### src/pkg/cir_pkg.sv
// Overview of operation
// - command_control sits at 01h, resets to 20h; bits 7 and 6 read zero.
// - bit 5 receiver_off is read/write and switches off the analog receiver.
// - writing one to bit 4 enters soft power-down.
// - clearing bit 4 starts wake-up; bit reads one until ready; host polls it.
// - setting power-down is ignored while the soft reset command is active.
// - writing the command field starts the command with that code.
// - reading the command field returns the command now executing.
// - irq_enable_primary at 02h, resets to 80h, all bits read/write, invert plus enables.
// - register 00h is reserved, resets to 00h and does nothing.
// - unknown command code returns field to idle and raises the idle request.
// - each enable bit lets its request flag reach the IRQ output.
// - invert bit one drives IRQ inverted, zero drives it straight.
package cir_pkg;
    // register subaddresses
    localparam logic [5:0] ADDR_RESERVED_ZERO = 6'h00;
    localparam logic [5:0] ADDR_COMMAND_CONTROL = 6'h01;
    localparam logic [5:0] ADDR_IRQ_ENABLE_PRIMARY = 6'h02;
    localparam logic [5:0] ADDR_PROD_TEST_FIRST = 6'h3C;
    // reset values
    localparam logic [7:0] RESET_RESERVED_ZERO = 8'h00;
    localparam logic [7:0] RESET_COMMAND_CONTROL = 8'h20;
    localparam logic [7:0] RESET_IRQ_ENABLE_PRIMARY = 8'h80;
    // command_control fields
    localparam int RECEIVER_OFF_BIT = 5;
    localparam int SOFT_POWER_DOWN_BIT = 4;
    localparam int COMMAND_MSB = 3;
    // irq_enable_primary fields
    localparam int IRQ_OUTPUT_INVERT_BIT = 7;
    localparam int IRQ_SOURCES = 7;
    // command codes
    localparam logic [3:0] CMD_IDLE = 4'h0;
    localparam logic [3:0] CMD_SOFT_RESET = 4'hF;
    localparam logic [15:0] CMD_KNOWN_MASK = 16'h80FF;
    // timing
    localparam int CLK_PERIOD_NS = 100;
    localparam int WAKE_TIME_NS = 1000;
    localparam int WAKE_CYCLES = (WAKE_TIME_NS + CLK_PERIOD_NS - 1) / CLK_PERIOD_NS;

    // power-down state
    typedef enum logic [1:0] {PD_AWAKE, PD_DOWN, PD_WAKING} cir_pd_state_t;

    // true when the code selects a command the core can run
    function automatic logic cmd_known(input logic [3:0] code);
        return CMD_KNOWN_MASK[code];
    endfunction
endpackage

### src/hdl/cir_command_irq_regs.sv
`timescale 1ns/1ps
// command and interrupt-enable registers behind the host subaddress port
module cir_command_irq_regs #(
    parameter int WAKE_LEN = cir_pkg::WAKE_CYCLES
) (
    input wire logic CLK,
    input wire logic RESETN,
    input wire logic [5:0] ADDR,
    input wire logic WR_EN,
    input wire logic RD_EN,
    input wire logic [7:0] WR_DATA,
    output logic [7:0] RD_DATA,
    input wire logic [cir_pkg::IRQ_SOURCES-1:0] IRQ_FLAGS,
    input wire logic CMD_DONE,
    output logic [3:0] COMMAND_CODE,
    output logic COMMAND_START,
    output logic IDLE_IRQ_SET,
    output logic RECEIVER_OFF,
    output logic SOFT_POWER_DOWN,
    output logic IRQ
);
    import cir_pkg::*;

    logic rst_meta;
    logic rst_n;
    cir_pd_state_t pd_state;
    cir_pd_state_t next_pd_state;
    logic [3:0] next_command_code;
    logic next_command_start;
    logic next_idle_irq_set;
    logic next_receiver_off;
    logic next_soft_power_down;
    logic [7:0] irq_enable_primary;
    logic [7:0] next_irq_enable_primary;
    logic [7:0] next_rd_data;
    logic next_irq;
    logic wake_start;
    logic wake_done;
    logic wr_cmd;
    logic wr_ien;
    logic pd_read;

    // reset release through two flops
    always_ff @(posedge CLK or negedge RESETN) begin
        if (!RESETN) begin
            rst_meta <= 1'b0;
            rst_n <= 1'b0;
        end else begin
            rst_meta <= 1'b1;
            rst_n <= rst_meta;
        end
    end

    // address decode
    always_comb begin
        wr_cmd = WR_EN && (ADDR == ADDR_COMMAND_CONTROL);
        wr_ien = WR_EN && (ADDR == ADDR_IRQ_ENABLE_PRIMARY);
    end

    assign pd_read = (pd_state != PD_AWAKE); // one while down or still waking

    // command field, receiver switch and power-down sequence
    always_comb begin
        next_command_code = COMMAND_CODE;
        next_command_start = 1'b0;
        next_idle_irq_set = 1'b0;
        next_receiver_off = RECEIVER_OFF;
        next_pd_state = pd_state;
        wake_start = 1'b0;
        if (CMD_DONE && COMMAND_CODE != CMD_IDLE) begin
            next_command_code = CMD_IDLE;
            next_idle_irq_set = 1'b1;
        end
        if (pd_state == PD_WAKING && wake_done) begin
            next_pd_state = PD_AWAKE;
        end
        if (wr_cmd) begin
            next_receiver_off = WR_DATA[RECEIVER_OFF_BIT];
            if (cmd_known(WR_DATA[COMMAND_MSB:0])) begin
                next_command_code = WR_DATA[COMMAND_MSB:0];
                next_command_start = 1'b1;
                next_idle_irq_set = 1'b0;
            end else begin
                next_command_code = CMD_IDLE;
                next_idle_irq_set = 1'b1;
                next_command_start = 1'b0;
            end
            if (WR_DATA[SOFT_POWER_DOWN_BIT]) begin
                if (COMMAND_CODE != CMD_SOFT_RESET
                        && WR_DATA[COMMAND_MSB:0] != CMD_SOFT_RESET) begin
                    next_pd_state = PD_DOWN;
                end
            end else if (pd_state == PD_DOWN) begin
                next_pd_state = PD_WAKING;
                wake_start = 1'b1;
            end
        end
        next_soft_power_down = (next_pd_state != PD_AWAKE);
    end

    always_ff @(posedge CLK or negedge rst_n) begin
        if (!rst_n) begin
            COMMAND_CODE <= RESET_COMMAND_CONTROL[COMMAND_MSB:0];
            COMMAND_START <= 1'b0;
            IDLE_IRQ_SET <= 1'b0;
            RECEIVER_OFF <= RESET_COMMAND_CONTROL[RECEIVER_OFF_BIT];
            SOFT_POWER_DOWN <= RESET_COMMAND_CONTROL[SOFT_POWER_DOWN_BIT];
            pd_state <= PD_AWAKE;
        end else begin
            COMMAND_CODE <= next_command_code;
            COMMAND_START <= next_command_start;
            IDLE_IRQ_SET <= next_idle_irq_set;
            RECEIVER_OFF <= next_receiver_off;
            SOFT_POWER_DOWN <= next_soft_power_down;
            pd_state <= next_pd_state;
        end
    end

    // wake-up delay
    cir_wake_timer #(.CYCLES(WAKE_LEN)) u_wake (
        .clk(CLK),
        .rst_n(rst_n),
        .start(wake_start),
        .done(wake_done)
    );

    // interrupt enables and IRQ pin level
    always_comb begin
        next_irq_enable_primary = irq_enable_primary;
        if (wr_ien) begin
            next_irq_enable_primary = WR_DATA;
        end
        next_irq = (|(IRQ_FLAGS & irq_enable_primary[IRQ_SOURCES-1:0]))
            ^ irq_enable_primary[IRQ_OUTPUT_INVERT_BIT];
    end

    always_ff @(posedge CLK or negedge rst_n) begin
        if (!rst_n) begin
            irq_enable_primary <= RESET_IRQ_ENABLE_PRIMARY;
            IRQ <= RESET_IRQ_ENABLE_PRIMARY[IRQ_OUTPUT_INVERT_BIT];
        end else begin
            irq_enable_primary <= next_irq_enable_primary;
            IRQ <= next_irq;
        end
    end

    // read data, zero for reserved and unmapped subaddresses
    always_comb begin
        next_rd_data = RD_DATA;
        if (RD_EN) begin
            if (ADDR == ADDR_COMMAND_CONTROL) begin
                next_rd_data = {2'b00, RECEIVER_OFF, pd_read, COMMAND_CODE};
            end else if (ADDR == ADDR_IRQ_ENABLE_PRIMARY) begin
                next_rd_data = irq_enable_primary;
            end else begin
                next_rd_data = RESET_RESERVED_ZERO;
            end
        end
    end

    always_ff @(posedge CLK or negedge rst_n) begin
        if (!rst_n) begin
            RD_DATA <= 8'h00;
        end else begin
            RD_DATA <= next_rd_data;
        end
    end

    // checks
    a_reserved_reads_zero: assert property (@(posedge CLK) disable iff (!rst_n)
        RD_EN && ADDR == ADDR_RESERVED_ZERO |=> RD_DATA == 8'h00)
        else $error("reserved register did not read zero");
    a_cmd_top_zero: assert property (@(posedge CLK) disable iff (!rst_n)
        RD_EN && ADDR == ADDR_COMMAND_CONTROL |=> RD_DATA[7:6] == 2'b00)
        else $error("command bits 7:6 not zero");
    a_cmd_read_running: assert property (@(posedge CLK) disable iff (!rst_n)
        RD_EN && ADDR == ADDR_COMMAND_CONTROL
        |=> RD_DATA[3:0] == $past(COMMAND_CODE) && RD_DATA[4] == $past(pd_read))
        else $error("command read does not show running command");
    a_rcv_off_write: assert property (@(posedge CLK) disable iff (!rst_n)
        wr_cmd |=> RECEIVER_OFF == $past(WR_DATA[RECEIVER_OFF_BIT]))
        else $error("receiver_off not taken");
    a_pd_enter: assert property (@(posedge CLK) disable iff (!rst_n)
        wr_cmd && WR_DATA[SOFT_POWER_DOWN_BIT] && COMMAND_CODE != CMD_SOFT_RESET
        && WR_DATA[3:0] != CMD_SOFT_RESET |=> SOFT_POWER_DOWN && pd_state == PD_DOWN)
        else $error("power-down not entered");
    a_pd_blocked: assert property (@(posedge CLK) disable iff (!rst_n)
        wr_cmd && WR_DATA[SOFT_POWER_DOWN_BIT] && COMMAND_CODE == CMD_SOFT_RESET
        && pd_state == PD_AWAKE |=> !SOFT_POWER_DOWN)
        else $error("power-down set during soft reset");
    a_wake_holds_one: assert property (@(posedge CLK) disable iff (!rst_n)
        wr_cmd && !WR_DATA[SOFT_POWER_DOWN_BIT] && pd_state == PD_DOWN
        |=> pd_read[*8] ##[1:300] !pd_read)
        else $error("wake-up bit behaviour wrong");
    a_cmd_start: assert property (@(posedge CLK) disable iff (!rst_n)
        wr_cmd && cmd_known(WR_DATA[3:0])
        |=> COMMAND_START && COMMAND_CODE == $past(WR_DATA[3:0]))
        else $error("known command not started");
    a_unknown_idle: assert property (@(posedge CLK) disable iff (!rst_n)
        wr_cmd && !cmd_known(WR_DATA[3:0])
        |=> COMMAND_CODE == CMD_IDLE && IDLE_IRQ_SET && !COMMAND_START)
        else $error("unknown command not turned to idle");
    a_done_idle: assert property (@(posedge CLK) disable iff (!rst_n)
        CMD_DONE && !wr_cmd && COMMAND_CODE != CMD_IDLE
        |=> COMMAND_CODE == CMD_IDLE && IDLE_IRQ_SET)
        else $error("finished command not returned to idle");
    a_ien_write: assert property (@(posedge CLK) disable iff (!rst_n)
        wr_ien |=> irq_enable_primary == $past(WR_DATA))
        else $error("interrupt enable not written");
    a_irq_level: assert property (@(posedge CLK) disable iff (!rst_n)
        1'b1 |=> IRQ == ((|($past(IRQ_FLAGS) & $past(irq_enable_primary[6:0])))
        ^ $past(irq_enable_primary[7])))
        else $error("IRQ level wrong");
    a_reserved_write: assert property (@(posedge CLK) disable iff (!rst_n)
        WR_EN && ADDR != ADDR_COMMAND_CONTROL && ADDR != ADDR_IRQ_ENABLE_PRIMARY
        |=> $stable(irq_enable_primary) && $stable(COMMAND_CODE) || $past(CMD_DONE))
        else $error("reserved write changed state");

    c_wake_cycle: cover property (@(posedge CLK) disable iff (!rst_n)
        pd_state == PD_WAKING ##[1:300] pd_state == PD_AWAKE);
    c_unknown_cmd: cover property (@(posedge CLK) disable iff (!rst_n)
        wr_cmd && !cmd_known(WR_DATA[3:0]));
    c_irq_assert: cover property (@(posedge CLK) disable iff (!rst_n)
        $changed(IRQ));
endmodule // cir_command_irq_regs

### src/hdl/cir_wake_timer.sv
`timescale 1ns/1ps
// counts the wake-up delay after soft power-down is left
module cir_wake_timer #(
    parameter int CYCLES = cir_pkg::WAKE_CYCLES
) (
    input wire logic clk,
    input wire logic rst_n,
    input wire logic start,
    output logic done
);
    import cir_pkg::*;

    localparam int CW = $clog2(CYCLES + 1);
    localparam logic [CW-1:0] LOAD = CW'(CYCLES);
    localparam int SW = CW + 1;
    localparam logic [SW-1:0] WAKE_END = SW'(CYCLES + 1); // sampled edges from start to done

    logic [CW-1:0] count;
    logic [CW-1:0] next_count;
    logic next_done;
    logic [SW-1:0] since_start;
    logic [SW-1:0] next_since_start;

    // load on start, count down, pulse done on reaching zero
    always_comb begin
        next_count = count;
        next_done = 1'b0;
        if (start) begin
            next_count = LOAD;
        end else if (count != '0) begin
            next_count = count - CW'(1);
            next_done = (count == CW'(1));
        end
        // independent edge count since start, clears to zero and stays there once done is due
        next_since_start = since_start;
        if (start) begin
            next_since_start = SW'(1);
        end else if (since_start == WAKE_END) begin
            next_since_start = '0;
        end else if (since_start != '0) begin
            next_since_start = since_start + SW'(1);
        end
    end

    always_ff @(posedge clk or negedge rst_n) begin
        if (!rst_n) begin
            count <= '0;
            done <= 1'b0;
            since_start <= '0;
        end else begin
            count <= next_count;
            done <= next_done;
            since_start <= next_since_start;
        end
    end

    // done must show exactly when the independent count reaches its end
    a_wake_length: assert property (@(posedge clk) disable iff (!rst_n)
        done == (since_start == WAKE_END))
        else $error("wake-up delay has wrong length");
endmodule // cir_wake_timer

### config.mk
export PLATFORM = sky130hd
export DESIGN_NAME = cir_command_irq_regs
export DESIGN_NICKNAME = d
export VERILOG_FILES = /design/src/pkg/cir_pkg.sv /design/src/hdl/cir_command_irq_regs.sv /design/src/hdl/cir_wake_timer.sv
export SDC_FILE = /design/constraint.sdc
export NUM_CORES = 1
export LEC_CHECK = 0
export BUFFER_PORTS_ARGS = -buffer_cell sky130_fd_sc_hd__buf_4
export CORE_ASPECT_RATIO = 0.8
export CORE_UTILIZATION = 46
export DETAILED_ROUTE_END_ITERATION = 12
export PLACE_DENSITY = 0.73
export SLEW_MARGIN = 5
export SYNTH_ARGS = -nofsm -noshare
export SYNTH_HDL_FRONTEND = slang
export SYNTH_SLANG_ARGS = --single-unit
### constraint.sdc
create_clock -name CLK -period 1 [get_ports CLK]
set_input_delay 0.1 -clock CLK [delete_from_list [all_inputs] [get_ports CLK]]
set_output_delay 0.1 -clock CLK [all_outputs]
set_load 0.05 [all_outputs]
Word-level counts from Yosys, hierarchy flattened

Memories as Yosys holds them, arrays and structs flattened.
Cells that the tools add are included.

Equality and inequality tests: 7
Add/subtract/negate cells: 1
Multiplexer cells: 23
$lt $le $gt $ge: 1
Reductions and logical operators: 12
Bitwise operators: 2

Operators with widths:

| kind                  | count |
|---|---|
| $mux W4               | 5 |
| $mux W8               | 2 |
| $mux W1               | 11 |
| $mux W2               | 5 |
| $ne A4 B4 Y1 const B  | 2 |
| $reduce_bool A2 Y1    | 4 |
| $reduce_bool A4 Y1    | 2 |
| $and A7 B7 Y7         | 1 |
| $reduce_or A7 Y1      | 1 |
| $eq A6 B1 Y1 const B  | 1 |
| $eq A6 B2 Y1 const B  | 1 |
| $logic_and A1 B1 Y1   | 5 |
| $lt A4 B5 Y1 const B  | 1 |
| $eq A4 B1 Y1 const B  | 1 |
| $sub A4 B1 Y4 const B | 1 |
| $eq A2 B1 Y1 const B  | 1 |
| $eq A2 B2 Y1 const B  | 1 |
| $xor A1 B1 Y1         | 1 |

Word-level logic and storage cells: 60
Bits of input ports: 26
Output and inout bits: 17
Register bits after elaboration: 34
Memories: 1
Bits in read-only memories: 16

Memory list:

| memory          | depth | width | rd ports | clocked after memory_dff | write ports | line          | RTL |
|---|---|---|---|---|---|---|---|
| (no name shown) | 16    | 1     | 1        | 0                        | 0           | cir_pkg.sv:45 | `return CMD_KNOWN_MASK[code];` |

Longest topological paths before layout

Word-level depth: 7
Mapped depth: 5
Gate-level depth less buffers: 5

Hierarchy

From an unflattened synthesis, not the netlist that was laid out.

Cells, all modules: 133
Area, all modules: 1,560.2 um^2

Modules (own cells, without submodules):

| module               | sequential area each (um^2) | instances | area an instance (um^2) | cells an instance |
|---|---|---|---|---|
| cir_command_irq_regs | 729.4                       | 1         | 1,287.5                 | 107 |
| cir_wake_timer       | 125.1                       | 1         | 272.8                   | 26 |

Least setup slack after synthesis

OpenSTA, ideal clock, no wires.

Kind: register to register
From: register u_wake.count[0]
To: register u_wake.count[0]
Buffers on the path: 0
Stages on the path, launching flop included: 6
Arrival time: 1.199 ns
Path slack: -0.318 ns
Data required time: 0.881 ns
Clock period less this slack: 1.318 ns
Library setup time: 0.119 ns
Cells stage by stage: dfrtp_1 > inv_1 > ha_1 > nor3b_1 > xnor2_1 > and2_1

Word-level cells in the longest chain between the ends: 3
Elaborated cells on any way between the ends: 5
Classes of those cells: add/sub (1); mux (2); reduce/logical (2)

RTL lines:

| what                     | line                 | RTL |
|---|---|---|
| start: declaration       | cir_wake_timer.sv:18 | `logic [CW-1:0] count;` |
| start signal: assignment | cir_wake_timer.sv:51 | `count <= next_count;` |
| $sub A4 B1 Y4            | cir_wake_timer.sv:31 | `next_count = count - CW'(1);` |
| $mux W4                  | cir_wake_timer.sv:30 | `end else if (count != '0) begin` |
| $mux W4                  | cir_wake_timer.sv:28 | `if (start) begin` |

Parallel ways exist; a longest one is shown, timed or not. The select of a mux whose other input is x is not followed.
A chain may end at the register's enable or synchronous reset.

Worst setup path after layout

From: register pd_state[1]
To: register u_wake.done

Word-level cells in the longest chain between the ends: 5

RTL lines:

| what                     | line                        | RTL |
|---|---|---|
| start: declaration       | cir_command_irq_regs.sv:26  | `cir_pd_state_t pd_state;` |
| start signal: assignment | cir_command_irq_regs.sv:115 | `pd_state <= next_pd_state;` |
| $eq A2 B1 Y1             | cir_command_irq_regs.sv:93  | `end else if (pd_state == PD_DOWN) begin` |
| $mux W1                  | cir_command_irq_regs.sv:93  |  |
| $mux W1                  | cir_command_irq_regs.sv:88  | `if (WR_DATA[SOFT_POWER_DOWN_BIT]) begin` |
| $mux W1                  | cir_command_irq_regs.sv:77  | `if (wr_cmd) begin` |
| $mux W1                  | cir_wake_timer.sv:28        |  |
| net u_wake.next_done     | cir_wake_timer.sv:20        | `logic next_done;` |
| end signal: assignment   | cir_wake_timer.sv:52        | `done <= next_done;` |
| end: declaration         | cir_wake_timer.sv:9         | `output logic done` |

The timed path passes the listed nets, and every way through them passes these cells.

==> results.toml <==
[final_layout]
final_nets = 239
drive_above_1_share = 0.573
diodes = 0
final_common_cell = "buf_4"
seq_area_um2 = 861
final_cell_mix = "buf_4 (56), dfrtp_1 (26), buf_6 (12)"
finalInstanceArea_um2 = 2490
areaGrowthSynthToFinish_pct = 60.2
stdcell_count = 251
multi_input_area_um2 = 753
final_core_util = 0.791
fillers = 188

[clock_tree]
cts_buffers = 5
clockBufferDepth = 2
clock-sinks = 34
clkTransAtPathRegs_ns = 0.07
clock_latency_ns = 0.30
cts_tree = "built"
h-tree-depth = 2
cts_root_buf = "clkbuf_8"

[power]
comb_power_share = 0.310
pwr-share-clk = 0.294
p_total_mw = 4.46
swShare = 0.297
p_int_mw = 3.14
ir_drop_uv = 2100
power_density_nw_per_um2 = 1790
p_leak_nw = 1.15
power_switching_mw = 1.32
p_seq_frac = 0.396

[critical_path]
worstPathArrival_ns = 1.39
critPathKind = "reg2reg"
worstSetupEndpoint = "u_wake.done"
end_kind = "flop"
reg2reg_depth = 3
path_max_fanout = 5
rrSetupSlack_ns = -0.22
r2r-end = "u_wake.done"
r2r-start = "pd_state[1]"
cp_data_required_time_ns = 1.17
start_kind = "flop"
startpoint = "pd_state[1]"

[placed_design]
dp_hpwl_um = 2970
portBuffers = 42
pre_cts_ws_ns = -0.315
placedInstanceArea_um2 = 2170
globalplace.congestion = 0.869
dp_cells = 235

[die]
start_util = 0.494
die_x_um = 67.1
die_y_um = 54.1
rows = 18
io_pins = 43
core_um2 = 3150
die-area_um2 = 3620

[flow_run]
cap_violations = 0

[logic_synthesis]
synth_area_leaders = "dfrtp_1 (50%), mux2_2 (6.5%), dfstp_2 (5.1%)"
yosysSeqAreaShare = 0.549
syn_inst = 131
synth_top_area_share = 0.498
synth_area_um2 = 1560
yosysTopAreaCell = "dfrtp_1"
synth_edf_count = 0
synth_area_per_cell_um2 = 11.9
synth_seq_cells = 34
synthArstFlopShare = 1.00
synthFlopType = "dfrtp_1"
yosysWarnings = 0
synth_nets = 160
yosysUniqueCellTypes = 42

[timing]
rsz0062_at_grt = "yes"
finalSetupTns_ns = -1.95
fmax_ghz = 0.819
finalHoldViolCount = 0
fin_crit_ns = 1.22
finalClockSkew_ns = 0.00888
fin_ws_ns = -0.221
setup_violations = 23
drv_slew = 0
hold_slack_ns = 0.0439
timing.final.crit_share = 1.22

[grt]
grtUsageTotal = 0.247
grt_pass1_vias = 1308
antenna_found_initial = 0
grt_pass1_wl_um = 6220
grt-ovfl-total = 0
grt_max_degree = 33

[detailed_routing]
wire_per_inst_um = 17.6
routed_wl_um = 4410
dr.pass1.iters = 4
vias = 1391
drcViolationCount = 0
routed_via_density = 5.54
postRouteAntennaNets = 0
drtIter0Drc = 65

[run_status]
outcome = "finished with violations"
failed_checks = "setup timing"

[min_path]
min_path_type = "in2reg"
min-delay-start = "WR_DATA[6]"
==> kinds of logic (layout without fill, tap and decap cells) <==
| group | count (synthesis) | in the layout | share of synthesized area |
|---|---|---|---|
| xor+xnor | 2 | 2 | 0.0112 |
| compound gates | 30 | 30 | 0.149 |
| simple gates | 34 | 34 | 0.143 |
| flops | 34 | 34 | 0.549 |
| mux | 11 | 11 | 0.0779 |
| other cells | 1 | 1 | 0.00241 |
| fa+ha+maj | 3 | 3 | 0.0241 |
| buf+inv | 16 | 96 | 0.0434 |
==> critical path, cell delays in order, from the launching register on <==
cell     delay (ns)
dfrtp_1        0.43
nor2_2         0.14
nand4_1        0.24
and4b_1        0.31
==> worst min-delay path by stage <==
stage,endpoint,depth (start not counted)
2_1_floorplan,rst_meta,0
3_3_place_gp,rst_meta,1
3_5_place_dp,rst_meta,1
4_1_cts,irq_enable_primary[7],2
5_1_grt,irq_enable_primary[7],2
6_report,irq_enable_primary[6],2
==> power by group through the flow <==
stage | combinational (mW) | sequential (mW) | clock, mW
6_report | 1.38 | 1.77 | 1.31
3_5_place_dp | 1.18 | 1.76 | 0
5_1_grt | 1.48 | 1.78 | 1.37
3_3_place_gp | 1.15 | 1.74 | 0
2_1_floorplan | 0.520 | 1.89 | 0
4_1_cts | 1.31 | 1.76 | 1.32
==> cells in the mapped netlist (3+ instances only) <==
cell      n
nand2_1   8
nand4_1   3
a22oi_1   8
dfrtp_1  31
a32o_1    3
ha_1      3
inv_1    13
dfstp_2   3
o22ai_1   8
mux2_2    9
==> layer usage <==
metal | track usage | share of wire | routed length [µm] | up-vias
met2 | 0.370 | 0.47 | 2060 | 57
met1 | 0.344 | 0.45 | 2000 | 680
met3 | 0.0742 | 0.058 | 258 | 14
met4 | 0.0780 | 0.024 | 104 | 0
met5 | 0 | 0 | 0 | -
li1 | - | - | - | 640
==> timing repair <==
action,in CTS,in global routing
pin swaps,13,7
hold buffers,1,0
endpoints found under the setup margin,18,36
endpoints found under the hold margin,2,0
gates resized for setup,23,17
setup buffers,6,2
==> cell type report <==
class | instances | area share
Sequential cell | 34 | 0.345
Multi-Input combinational cell | 81 | 0.302
Tap cell | 40 | 0.0201
Clock inverter | 1 | 0.0120
Inverter | 13 | 0.0196
Timing Repair Buffer | 75 | 0.267
Clock buffer | 7 | 0.0346
==> sequential cells by signal, summed over array words and instances, names as in the netlist <==
register and flops:
COMMAND_CODE 4, COMMAND_START 1, IDLE_IRQ_SET 1, IRQ 1
RD_DATA 8, RECEIVER_OFF 1, SOFT_POWER_DOWN 1, irq_enable_primary 8
pd_state 2, rst_meta 1, rst_n 1, u_wake.count 4
u_wake.done 1
(Power assumes the default switching activity.)
